`src/rtl/pli_regs.svh`:
```
// Register offsets, field positions, reset values and timing constants of the indicator block
`ifndef PLI_REGS_SVH
`define PLI_REGS_SVH

// ==========================================================================
// Register port widths
`define PLI_ADDR_W        5
`define PLI_DATA_W        16

// ==========================================================================
// Register offsets
`define PLI_OFF_BMCTL     5'h00
`define PLI_OFF_PHY_STATUS    5'h10
`define PLI_OFF_INTCTL    5'h11
`define PLI_OFF_INTSTM    5'h12
`define PLI_OFF_LEDDIR    5'h18
`define PLI_OFF_PHYCTL    5'h19
`define PLI_OFF_SDCFG     5'h1C

// ==========================================================================
// Field positions
`define PLI_BMC_LOOPBACK  14
`define PLI_BMC_PWRDN     11
`define PLI_INT_OE        0
`define PLI_INT_EN        1
`define PLI_IST_FLAG_LO   8
`define PLI_LDC_ACT_RX    8
`define PLI_LDC_BLINK_LO  6
`define PLI_LDC_FORCE_LO  3
`define PLI_LDC_VAL_LO    0
`define PLI_PHC_MODE_LO   5
`define PLI_SDC_FAST      8
`define PLI_STS_LINK      0
`define PLI_STS_SPD10     1
`define PLI_STS_DUPLEX    2
`define PLI_STS_LOOPBACK  3
`define PLI_STS_PWRDN     4

// Interrupt event positions (flag = position + 8, mask = position)
`define PLI_EV_RXERR      0
`define PLI_EV_COL        1
`define PLI_EV_SPEED      2
`define PLI_EV_DUPLEX     3
`define PLI_EV_PWRDN      4
`define PLI_EV_LINK       5
`define PLI_EV_ENERGY     6
`define PLI_EV_RSVD       7

// LED index
`define PLI_LINK_INDICATOR      0
`define PLI_LED_SPEED     1
`define PLI_ACTIVITY_INDICATOR       2

// ==========================================================================
// Reset values
`define PLI_BMCTL_RST     16'h0000
`define PLI_INTCTL_RST    16'h0000
`define PLI_MASK_RST      8'h00
`define PLI_LEDDIR_RST    16'h0000
`define PLI_PHYCTL_RST    16'h0020
`define PLI_SDCFG_RST     16'h0000

// ==========================================================================
// Timing
`define PLI_CLK_KHZ       40000
`define PLI_FAST_LOSS_NS  1300
`define PLI_LINK_LOSS_US  50000
`define PLI_BLINK_UNIT_US 25000
`define PLI_NLP_GOOD      7
// Blink half periods in blink units, per rate select value
`define PLI_BLINK_R0      20
`define PLI_BLINK_R1      10
`define PLI_BLINK_R2      5
`define PLI_BLINK_R3      2

`endif

```
`src/rtl/pli_pkg.sv`:
```
// Types of the indicator, loopback and interrupt block
package pli_pkg;

  // ========================================================================
  // Indicator mode, Gray coded
  typedef enum logic [1:0] {
    PLI_MODE2 = 2'b00,
    PLI_MODE1 = 2'b01,
    PLI_MODE3 = 2'b11
  } pli_led_mode_t;

  // ========================================================================
  // Media independent interface bundles
  typedef struct packed {
    logic       en;
    logic       er;
    logic [3:0] d;
  } pli_mii_tx_t;

  typedef struct packed {
    logic       dv;
    logic       er;
    logic       crs;
    logic       col;
    logic [3:0] d;
  } pli_mii_rx_t;

  // ========================================================================
  // Whole state of the block
  typedef struct packed {
    logic [15:0] bmctl;
    logic [15:0] intctl;
    logic [7:0]  mask;
    logic [7:0]  flags;
    logic [15:0] leddir;
    logic [15:0] phyctl;
    logic [15:0] sdcfg;
    logic [15:0] rdata;
    logic        link;
    logic [2:0]  nlp_cnt;
    logic [31:0] loss_cnt;
    logic [31:0] blink_cnt;
    logic        blink_ph;
    logic [2:0]  strap;
    logic        strap_ok;
    logic [2:0]  led;
    pli_mii_rx_t rx;
    pli_mii_tx_t tx;
    logic        prev_spd;
    logic        prev_dup;
    logic        prev_link;
    logic        prev_energy;
    logic        prev_pd;
    logic        prev_col;
    logic        prev_rxer;
  } pli_state_t;

endpackage : pli_pkg

```
`src/rtl/pli_core.sv`:
```
// Indicator LEDs, MII loopback and power-down / interrupt pin of a 10/100 transceiver
//
// Summary of operation
// - 10M link after seven pulses or packet
// - 100M link follows internal signal detect
// - Fast loss drops link within 1.3 us
// - Modes 2/3 link steady, blinks on activity
// - Blink rate from bits 7:6 at 18h
// - Bit 8 selects receive-only activity
// - Speed LED on at 100M, any mode
// - Activity LED: activity mode1, collision mode2
// - Mode 3 activity LED shows full duplex
// - 10M half-duplex collision comes from COL
// - LED polarity from strap sampled at reset
// - Direct LED force; reads return register only
// - Loopback bit routes transmit to receive
// - Loopback status in status bit 3
// - Shared pin input until output-enable set
// - Pin low powers down like control bit
// - Output enable ends pin-induced power down
// - Interrupts off at reset, enable plus masks
// - Enabled event sets flag, pin low immediately
// - Status read clears flags, pin returns high
// - Mode from bits 6:5 at 19h
//
// Strobed register access was decided locally.
`timescale 1ns/1ps
`include "pli_regs.svh"

module pli_core #(
  parameter int LINK_LOSS_CYC  = `PLI_LINK_LOSS_US * (`PLI_CLK_KHZ / 1000),
  parameter int BLINK_UNIT_CYC = `PLI_BLINK_UNIT_US * (`PLI_CLK_KHZ / 1000)
) (
  // Clock and reset
  input  wire logic                     clk,
  input  wire logic                     rst_b,
  // Register port
  input  wire logic [`PLI_ADDR_W-1:0]   reg_addr,
  input  wire logic [`PLI_DATA_W-1:0]   reg_wdata,
  input  wire logic                     reg_wr,
  input  wire logic                     reg_rd,
  output logic      [`PLI_DATA_W-1:0]   reg_rdata,
  // Line status from the receivers
  input  wire logic                     speed_100,
  input  wire logic                     full_duplex,
  input  wire logic                     signal_detect,
  input  wire logic                     link_pulse,
  input  wire logic                     link_pulse_bad,
  input  wire logic                     rx_packet_ok,
  input  wire logic                     energy_state,
  // MII from the MAC and toward the media
  input  wire pli_pkg::pli_mii_tx_t     mii_tx,
  output pli_pkg::pli_mii_tx_t          media_tx,
  // MII from the line receiver and toward the MAC
  input  wire pli_pkg::pli_mii_rx_t     line_rx,
  output pli_pkg::pli_mii_rx_t          mii_rx,
  // Indicator pins, shared with the negotiation straps
  input  wire logic [2:0]               indicator_i,
  output logic      [2:0]               indicator_o,
  output logic      [2:0]               indicator_oe,
  // Shared power-down input / interrupt output pin
  input  wire logic                     powerdown_irq_pin_i,
  output logic                          powerdown_irq_pin_o,
  output logic                          powerdown_irq_pin_oe,
  // Power-down request to the rest of the transceiver
  output logic                          power_down
);

  localparam int FAST_LOSS_CYC =
    (`PLI_FAST_LOSS_NS * (`PLI_CLK_KHZ / 1000)) / 1000;

  localparam pli_pkg::pli_state_t STATE_RST = '{
    bmctl:   `PLI_BMCTL_RST,
    intctl:  `PLI_INTCTL_RST,
    mask:    `PLI_MASK_RST,
    leddir:  `PLI_LEDDIR_RST,
    phyctl:  `PLI_PHYCTL_RST,
    sdcfg:   `PLI_SDCFG_RST,
    default: '0
  };

  // ========================================================================
  // LED pin level: strap high means an active-low driver
  function automatic logic pli_led_level(input logic on, input logic strap);
    pli_led_level = on ^ strap;
  endfunction : pli_led_level

  // Mode field decode: low bit set always means mode 1
  function automatic pli_pkg::pli_led_mode_t pli_mode_of(input logic [1:0] cfg);
    pli_mode_of = cfg[0] ? pli_pkg::PLI_MODE1 :
                  (cfg[1] ? pli_pkg::PLI_MODE3 : pli_pkg::PLI_MODE2);
  endfunction : pli_mode_of

  pli_pkg::pli_state_t    st_q;
  pli_pkg::pli_state_t    st_d;
  pli_pkg::pli_led_mode_t mode;
  logic                   pin_pd;
  logic                   pd_now;
  logic                   loopback;
  logic                   activity;
  logic                   collision;
  logic                   alive;
  logic [31:0]            loss_lim;
  logic [31:0]            blink_lim;
  logic [7:0]             events;
  logic [7:0]             set_fl;
  logic [2:0]             led_on;
  logic [2:0]             led_frc;
  logic [15:0]            sts;

  // ========================================================================
  // Shared pin and power down; the input is ignored once it drives
  always_comb
  begin
    pin_pd = ~st_q.intctl[`PLI_INT_OE] & ~powerdown_irq_pin_i;
    pd_now = st_q.bmctl[`PLI_BMC_PWRDN] | pin_pd;
  end

  assign power_down           = pd_now;
  assign powerdown_irq_pin_oe = st_q.intctl[`PLI_INT_OE];
  // Combinational so the pin falls in the cycle a flag is present
  assign powerdown_irq_pin_o  = ~(st_q.intctl[`PLI_INT_EN] & (|st_q.flags));

  // ========================================================================
  // Line-derived conditions
  always_comb
  begin
    loopback = st_q.bmctl[`PLI_BMC_LOOPBACK];
    mode     = pli_mode_of(st_q.phyctl[`PLI_PHC_MODE_LO +: 2]);
    // Receive side as the MAC sees it, so loopback traffic counts too
    if (st_q.leddir[`PLI_LDC_ACT_RX])
      activity = st_q.rx.crs | st_q.rx.dv;
    else
      activity = st_q.rx.crs | st_q.rx.dv | mii_tx.en;
    collision = line_rx.col & ~full_duplex;
    // In 100M the detect level keeps the link, in 10M each pulse or packet
    alive    = speed_100 ? signal_detect : (link_pulse | rx_packet_ok);
    loss_lim = (speed_100 && st_q.sdcfg[`PLI_SDC_FAST]) ?
               32'(FAST_LOSS_CYC) : 32'(LINK_LOSS_CYC);
    unique case (st_q.leddir[`PLI_LDC_BLINK_LO +: 2])
      2'b00: blink_lim = 32'(BLINK_UNIT_CYC * `PLI_BLINK_R0);
      2'b01: blink_lim = 32'(BLINK_UNIT_CYC * `PLI_BLINK_R1);
      2'b10: blink_lim = 32'(BLINK_UNIT_CYC * `PLI_BLINK_R2);
      2'b11: blink_lim = 32'(BLINK_UNIT_CYC * `PLI_BLINK_R3);
    endcase
  end

  // ========================================================================
  // Interrupt events, all edge detected against the previous cycle
  always_comb
  begin
    events                  = '0;
    events[`PLI_EV_RXERR]   = line_rx.er & ~st_q.prev_rxer;
    events[`PLI_EV_COL]     = collision & ~st_q.prev_col;
    events[`PLI_EV_SPEED]   = speed_100 ^ st_q.prev_spd;
    events[`PLI_EV_DUPLEX]  = full_duplex ^ st_q.prev_dup;
    events[`PLI_EV_PWRDN]   = pd_now ^ st_q.prev_pd;
    events[`PLI_EV_LINK]    = st_q.link ^ st_q.prev_link;
    events[`PLI_EV_ENERGY]  = energy_state ^ st_q.prev_energy;
    set_fl                  = events & st_q.mask;
  end

  // ========================================================================
  // Indicator functions before forcing and polarity
  always_comb
  begin
    // Dark by default so that an unused mode code cannot infer a latch
    led_on                 = '0;
    led_on[`PLI_LED_SPEED] = speed_100;
    unique case (mode)
      pli_pkg::PLI_MODE1:
      begin
        led_on[`PLI_LINK_INDICATOR] = st_q.link;
        led_on[`PLI_ACTIVITY_INDICATOR]  = activity;
      end
      pli_pkg::PLI_MODE2:
      begin
        led_on[`PLI_LINK_INDICATOR] = st_q.link & ~(activity & st_q.blink_ph);
        led_on[`PLI_ACTIVITY_INDICATOR]  = collision;
      end
      pli_pkg::PLI_MODE3:
      begin
        led_on[`PLI_LINK_INDICATOR] = st_q.link & ~(activity & st_q.blink_ph);
        led_on[`PLI_ACTIVITY_INDICATOR]  = full_duplex;
      end
    endcase
  end

  // Direct control overrides each LED on its own
  genvar gi;
  generate
    for (gi = 0; gi < 3; gi++)
    begin : g_led
      assign led_frc[gi] = st_q.leddir[`PLI_LDC_FORCE_LO + gi] ?
                           st_q.leddir[`PLI_LDC_VAL_LO + gi] : led_on[gi];
      assign indicator_o[gi]  = st_q.led[gi];
      // Not driven until the strap has been read, so the strap level is clean
      assign indicator_oe[gi] = st_q.strap_ok;
    end
  endgenerate

  // ========================================================================
  // Status register view
  always_comb
  begin
    sts                    = '0;
    sts[`PLI_STS_LINK]     = st_q.link;
    sts[`PLI_STS_SPD10]    = ~speed_100;
    sts[`PLI_STS_DUPLEX]   = full_duplex;
    sts[`PLI_STS_LOOPBACK] = loopback;
    sts[`PLI_STS_PWRDN]    = pd_now;
  end

  // ========================================================================
  // Next state
  always_comb
  begin
    st_d = st_q;

    // Strap capture in the first cycle after reset release
    if (!st_q.strap_ok)
    begin
      st_d.strap    = indicator_i;
      st_d.strap_ok = 1'b1;
    end

    // Link qualification and loss timing
    if (alive)
      st_d.loss_cnt = '0;
    else if (st_q.loss_cnt < loss_lim)
      st_d.loss_cnt = st_q.loss_cnt + 32'h00000001;
    if (link_pulse_bad)
      st_d.nlp_cnt = '0;
    else if (link_pulse && st_q.nlp_cnt < 3'(`PLI_NLP_GOOD))
      st_d.nlp_cnt = st_q.nlp_cnt + 3'h1;
    if (speed_100)
    begin
      if (signal_detect)
        st_d.link = 1'b1;
    end
    else if (rx_packet_ok ||
             (link_pulse && st_q.nlp_cnt >= 3'(`PLI_NLP_GOOD - 1)))
      st_d.link = 1'b1;
    if (!alive && st_q.loss_cnt >= loss_lim - 32'h00000001)
    begin
      st_d.link    = 1'b0;
      st_d.nlp_cnt = '0;
    end

    // Blink phase runs only while there is something to blink for
    if (!activity)
    begin
      st_d.blink_cnt = '0;
      st_d.blink_ph  = 1'b0;
    end
    else if (st_q.blink_cnt >= blink_lim - 32'h00000001)
    begin
      st_d.blink_cnt = '0;
      st_d.blink_ph  = ~st_q.blink_ph;
    end
    else
      st_d.blink_cnt = st_q.blink_cnt + 32'h00000001;

    // Registered LED pins with strap polarity
    for (int i = 0; i < 3; i++)
      st_d.led[i] = pli_led_level(led_frc[i], st_q.strap[i]);

    // Loopback: transmit returns to the MAC, media sees nothing
    if (loopback)
    begin
      st_d.rx     = '{dv: mii_tx.en, er: mii_tx.er, crs: mii_tx.en,
                      col: 1'b0, d: mii_tx.d};
      st_d.tx     = '0;
    end
    else
    begin
      st_d.rx     = line_rx;
      st_d.tx     = pd_now ? '0 : mii_tx;
    end

    // Edge history for events
    st_d.prev_spd    = speed_100;
    st_d.prev_dup    = full_duplex;
    st_d.prev_link   = st_q.link;
    st_d.prev_energy = energy_state;
    st_d.prev_pd     = pd_now;
    st_d.prev_col    = collision;
    st_d.prev_rxer   = line_rx.er;

    // Register reads; data stands one cycle after the strobe
    st_d.rdata = '0;
    if (reg_rd)
    begin
      unique case (reg_addr)
        `PLI_OFF_BMCTL:  st_d.rdata = st_q.bmctl;
        `PLI_OFF_PHY_STATUS: st_d.rdata = sts;
        `PLI_OFF_INTCTL: st_d.rdata = st_q.intctl;
        `PLI_OFF_INTSTM: st_d.rdata = {st_q.flags, st_q.mask};
        `PLI_OFF_LEDDIR: st_d.rdata = st_q.leddir;
        `PLI_OFF_PHYCTL: st_d.rdata = st_q.phyctl;
        `PLI_OFF_SDCFG:  st_d.rdata = st_q.sdcfg;
        default:         st_d.rdata = '0;
      endcase
    end

    // Flags: a read clears, a same-cycle event still lands
    if (reg_rd && reg_addr == `PLI_OFF_INTSTM)
      st_d.flags = set_fl;
    else
      st_d.flags = st_q.flags | set_fl;
    st_d.flags[`PLI_EV_RSVD] = 1'b0;

    // Register writes
    if (reg_wr)
    begin
      unique case (reg_addr)
        `PLI_OFF_BMCTL:  st_d.bmctl  = reg_wdata;
        `PLI_OFF_INTCTL: st_d.intctl = reg_wdata;
        `PLI_OFF_INTSTM: st_d.mask   = reg_wdata[7:0];
        `PLI_OFF_LEDDIR: st_d.leddir = reg_wdata;
        `PLI_OFF_PHYCTL: st_d.phyctl = reg_wdata;
        `PLI_OFF_SDCFG:  st_d.sdcfg  = reg_wdata;
        default:         st_d.bmctl  = st_q.bmctl;
      endcase
    end
  end

  // ========================================================================
  // State register
  always_ff @(posedge clk or negedge rst_b)
  begin
    if (!rst_b)
      st_q <= STATE_RST;
    else
      st_q <= st_d;
  end

  assign reg_rdata = st_q.rdata;
  assign mii_rx    = st_q.rx;
  assign media_tx  = st_q.tx;

endmodule : pli_core

```
`config.mk`:
```
export PLATFORM = sky130hd
export DESIGN_NAME = pli_core
export DESIGN_NICKNAME = d
export VERILOG_FILES = /design/src/rtl/pli_pkg.sv /design/src/rtl/pli_core.sv
export VERILOG_INCLUDE_DIRS = /design/src /design/src/rtl
export SDC_FILE = /design/constraint.sdc
export NUM_CORES = 1
export LEC_CHECK = 0
export BUFFER_PORTS_ARGS = -buffer_cell sky130_fd_sc_hd__buf_4
export CAP_MARGIN = 15
export CORE_MARGIN = 8
export CORE_UTILIZATION = 50
export CTS_CLUSTER_DIAMETER = 80
export DETAILED_ROUTE_END_ITERATION = 16
export GPL_TIMING_DRIVEN = 0
export PLACE_DENSITY = 0.73
export SLEW_MARGIN = 20
export SYNTH_ARGS = -nofsm -noshare
export SYNTH_HDL_FRONTEND = slang
export SYNTH_SLANG_ARGS = --single-unit
```
`constraint.sdc`:
```
create_clock -name clk -period 3.2 [get_ports clk]
set_clock_uncertainty 0.05 [all_clocks]
set_input_delay 0.16 -clock clk [delete_from_list [all_inputs] [get_ports clk]]
set_output_delay 0.16 -clock clk [all_outputs]
set_load 0.05 [all_outputs]
```
==> flow_summary.ini <==
[outcome]
status = completed

[synth]
synth_top_area_share_pct = 52.3
syn_area_mm2 = 0.00991
synth_edf_count = 0
ys_seq_elements = 208
async_reset_ff_share_pct = 100
syn-instance-count = 843
yosysTopAreaCell = dfrtp_1
seq_area_frac_synth_pct = 52.6
synthTopCellsByArea = dfrtp_1 (52%), mux2_2 (11%), ha_1 (5.6%)
synth_cell_types = 67
avgSynthCellArea_um2 = 11.8
ys.flop_type = dfrtp_1
yosysWarnings = 0

[floorplanning]
core_area_mm2 = 0.0195
dieWidth_um = 157
die_area_mm2 = 0.0246
rows = 51
die_height_um = 157
ios = 89
floorplan.initialDensity_pct = 50.9

[worst_setup_path]
critPathLaunchType = flop
slowest_stage = dfrtp_2
cp_cell_sequence = inv_1 > ha_1 > inv_2 > o21ai_0 > ha_1 > nand4_1 > nor4_1 > a22oi_1 > a31o_2 > a31oi_4 > mux2_2
cp_max_fo = 7
cp.arrival_ns = 3.39
max_stage_delay_ns = 0.43
required_ns = 3.53
crit_path_end_kind = flop
critical_path_class = reg2reg
path_common_cell = ha_1

[cells_and_area]
layout_common_cells = dfrtp_1 (205), buf_4 (123), mux2_2 (95)
nFillCells = 1519
layout.nets = 1096
antenna_cells = 0
final_util_pct = 62.4
syn2layout_area_growth_pct = 22.7
final_common_cell = dfrtp_1
finalNonFillerCells = 1281
drive_gt1_share_pct = 28.3

[clocking]
cts_sinks = 208
cts_buffer_depth = 3
cts_tree = yes
worstSkewPairLatency_ns = 0.50
cts_made_buffers = 23
cts-htree-levels = 1
clk_transition_reported_paths_ns = 0.06
cts-root-buf = clkbuf_16

[timing]
finalSetupTns_ns = 0
worst_pin_slew_ns = 1.03
rsz0062_at_grt = no
report.final.slew_viol_count = 0
final-hold-violation-count = 0
post-route-min-period_ns = 3.05
setup_viol = 0
slew-limit-headroom_pct = 31.4
max_freq_mhz = 327
finalCritPeriodShare_pct = 95.5

[global_routing]
grt_overflow_total = 0
grt_max_degree = 90
grt_pass1_vias = 7223
grt_use_total_pct = 18.9
grt_pass1_wl_um = 37500
antenna_found_initial = 0

[detailed_routing]
dr.pass1.iters = 5
drc_errors = 0
ant_nets = 0
routed_wl_um = 22700
vias = 7091
viasPerCell = 5.54
drtIter0Drc = 496
wl_per_cell_um = 17.8

[place]
dp_cells = 1201
hpwl_um = 15700
io_buffers = 86
place_congestion = 0.860

[power]
power_density_mw_per_mm2 = 564
leakagePower_nw = 5.42
peakVddDrop_mv = 0.381

[run]
maxCapViolations = 0

[hold_path]
hold_path_class = in2async
state kept, by name (all words and copies together) (netlist names):
name and cells:
st_q 171, reg_rdata 16, mii_rx 8, media_tx 6, indicator_o 3, indicator_oe 1
loopback 1, powerdown_irq_pin_oe 1, st_d 1
routing by layer:
metal | track usage [%] | wire (um) | up-vias
met5 | 0 | 0 | -
met4 | 5.63 | 594 | 0
met3 | 3.61 | 1490 | 43
met2 | 29.8 | 10300 | 188
met1 | 26.0 | 10400 | 3513
li1 | - | - | 3347
what timing repair did:
action	CTS	global route
setup buffers	1	0
setup endpoints to repair	21	41
resized for setup	3	8
pin swaps	1	0
hold endpoints to repair	235	0
hold buffers	41	0
area by class of cell:
type                    instances  area, um^2  share of cell area (%)
plain buffers                  60         388                    3.19
flip-flops and latches        208        5210                    42.9
inverters                      22        86.3                   0.710
clock buffers                  35         681                    5.60
well taps                     265         332                    2.73
repair buffers                130        1130                    9.27
multi-input cells             557        4260                    35.1
clock inverters                 4        70.1                   0.577
critical path, delay by kind of cell, from the launching register on:
family                   cells  cell delay (ns)
flip-flops                   1             0.43
buffers and inverters        2             0.27
adder cells (fa/ha/maj)      2             0.58
multiplexers                 1             0.37
AND/OR/NAND/NOR              2             0.45
AO/OA/AOI/OAI                4             0.78
cells by family (layout without fill, tap and decap cells):
logic type	after synthesis	in the layout	synth area share (%)
flops	208	208	52.6
other cells	2	7	0.0758
simple gates	216	216	11.7
fa+ha+maj	44	44	5.56
xor+xnor	34	34	3.01
mux	99	99	11.2
compound gates	157	157	11.1
buf+inv	83	251	4.71
final timing paths:
kind / from / end / slack (ns) / cells past startpoint
setup / recovery: st_q[152] / st_q[28] / 0.15 / 11
max in group asynchronous: rst_b / reg_rdata[14] / 1.89 / 4
hold / removal: rst_b / st_q[63] / 0.06 / 2
hold reg to reg: st_q[0] / st_q[161] / 0.40 / 1
min in group clk: signal_detect / st_q[62] / 0.07 / 5
setup reg to reg: st_q[152] / st_q[28] / 0.15 / 11
through the flow:
step / power [mW] / instance area, um^2 / worst slack, ns / hold WS [ns]
floorplan: 3.83 / 9920 / 0.418 / -0.186
global placement: 4.18 / 10900 / -0.287 / 0.230
detailed placement: 4.24 / 11000 / -0.354 / -0.00881
CTS: 6.91 / 12100 / 0.0150 / 0.0522
global route: 7.14 / 12200 / 0.0392 / 0.0810
finish: 6.85 / 12200 / 0.145 / 0.0576
synth_stat cells, types with 3 or more instances:
master	number
o22ai_1	3
dfrtp_1	207
nand2b_1	5
a21oi_1	33
and2_1	16
xor2_1	22
mux2_2	95
nand3_1	20
o21ai_2	4
or4_1	6
nor3_1	13
nand4_1	10
and3_1	4
o31ai_1	3
clkbuf_1	21
buf_4	37
xnor2_1	12
a222oi_1	11
nor2_1	48
inv_1	22
a22oi_1	33
or3_1	11
nor2b_1	9
nor4_1	4
and4_1	5
nand2_1	46
ha_1	44
a22o_1	5
o21ai_0	23
o21ai_1	4
a211oi_1	3
a31oi_1	17
nor3b_2	3
power by group:
part | switching [mW] | internal, mW | leakage (nW)
clock network | 1.00 | 1.61 | 0.370
logic | 0.583 | 0.502 | 2.36
registers | 0.212 | 2.94 | 2.69
total | 1.80 | 5.06 | 5.42
Note: power is estimated with default switching activity, not from simulation.
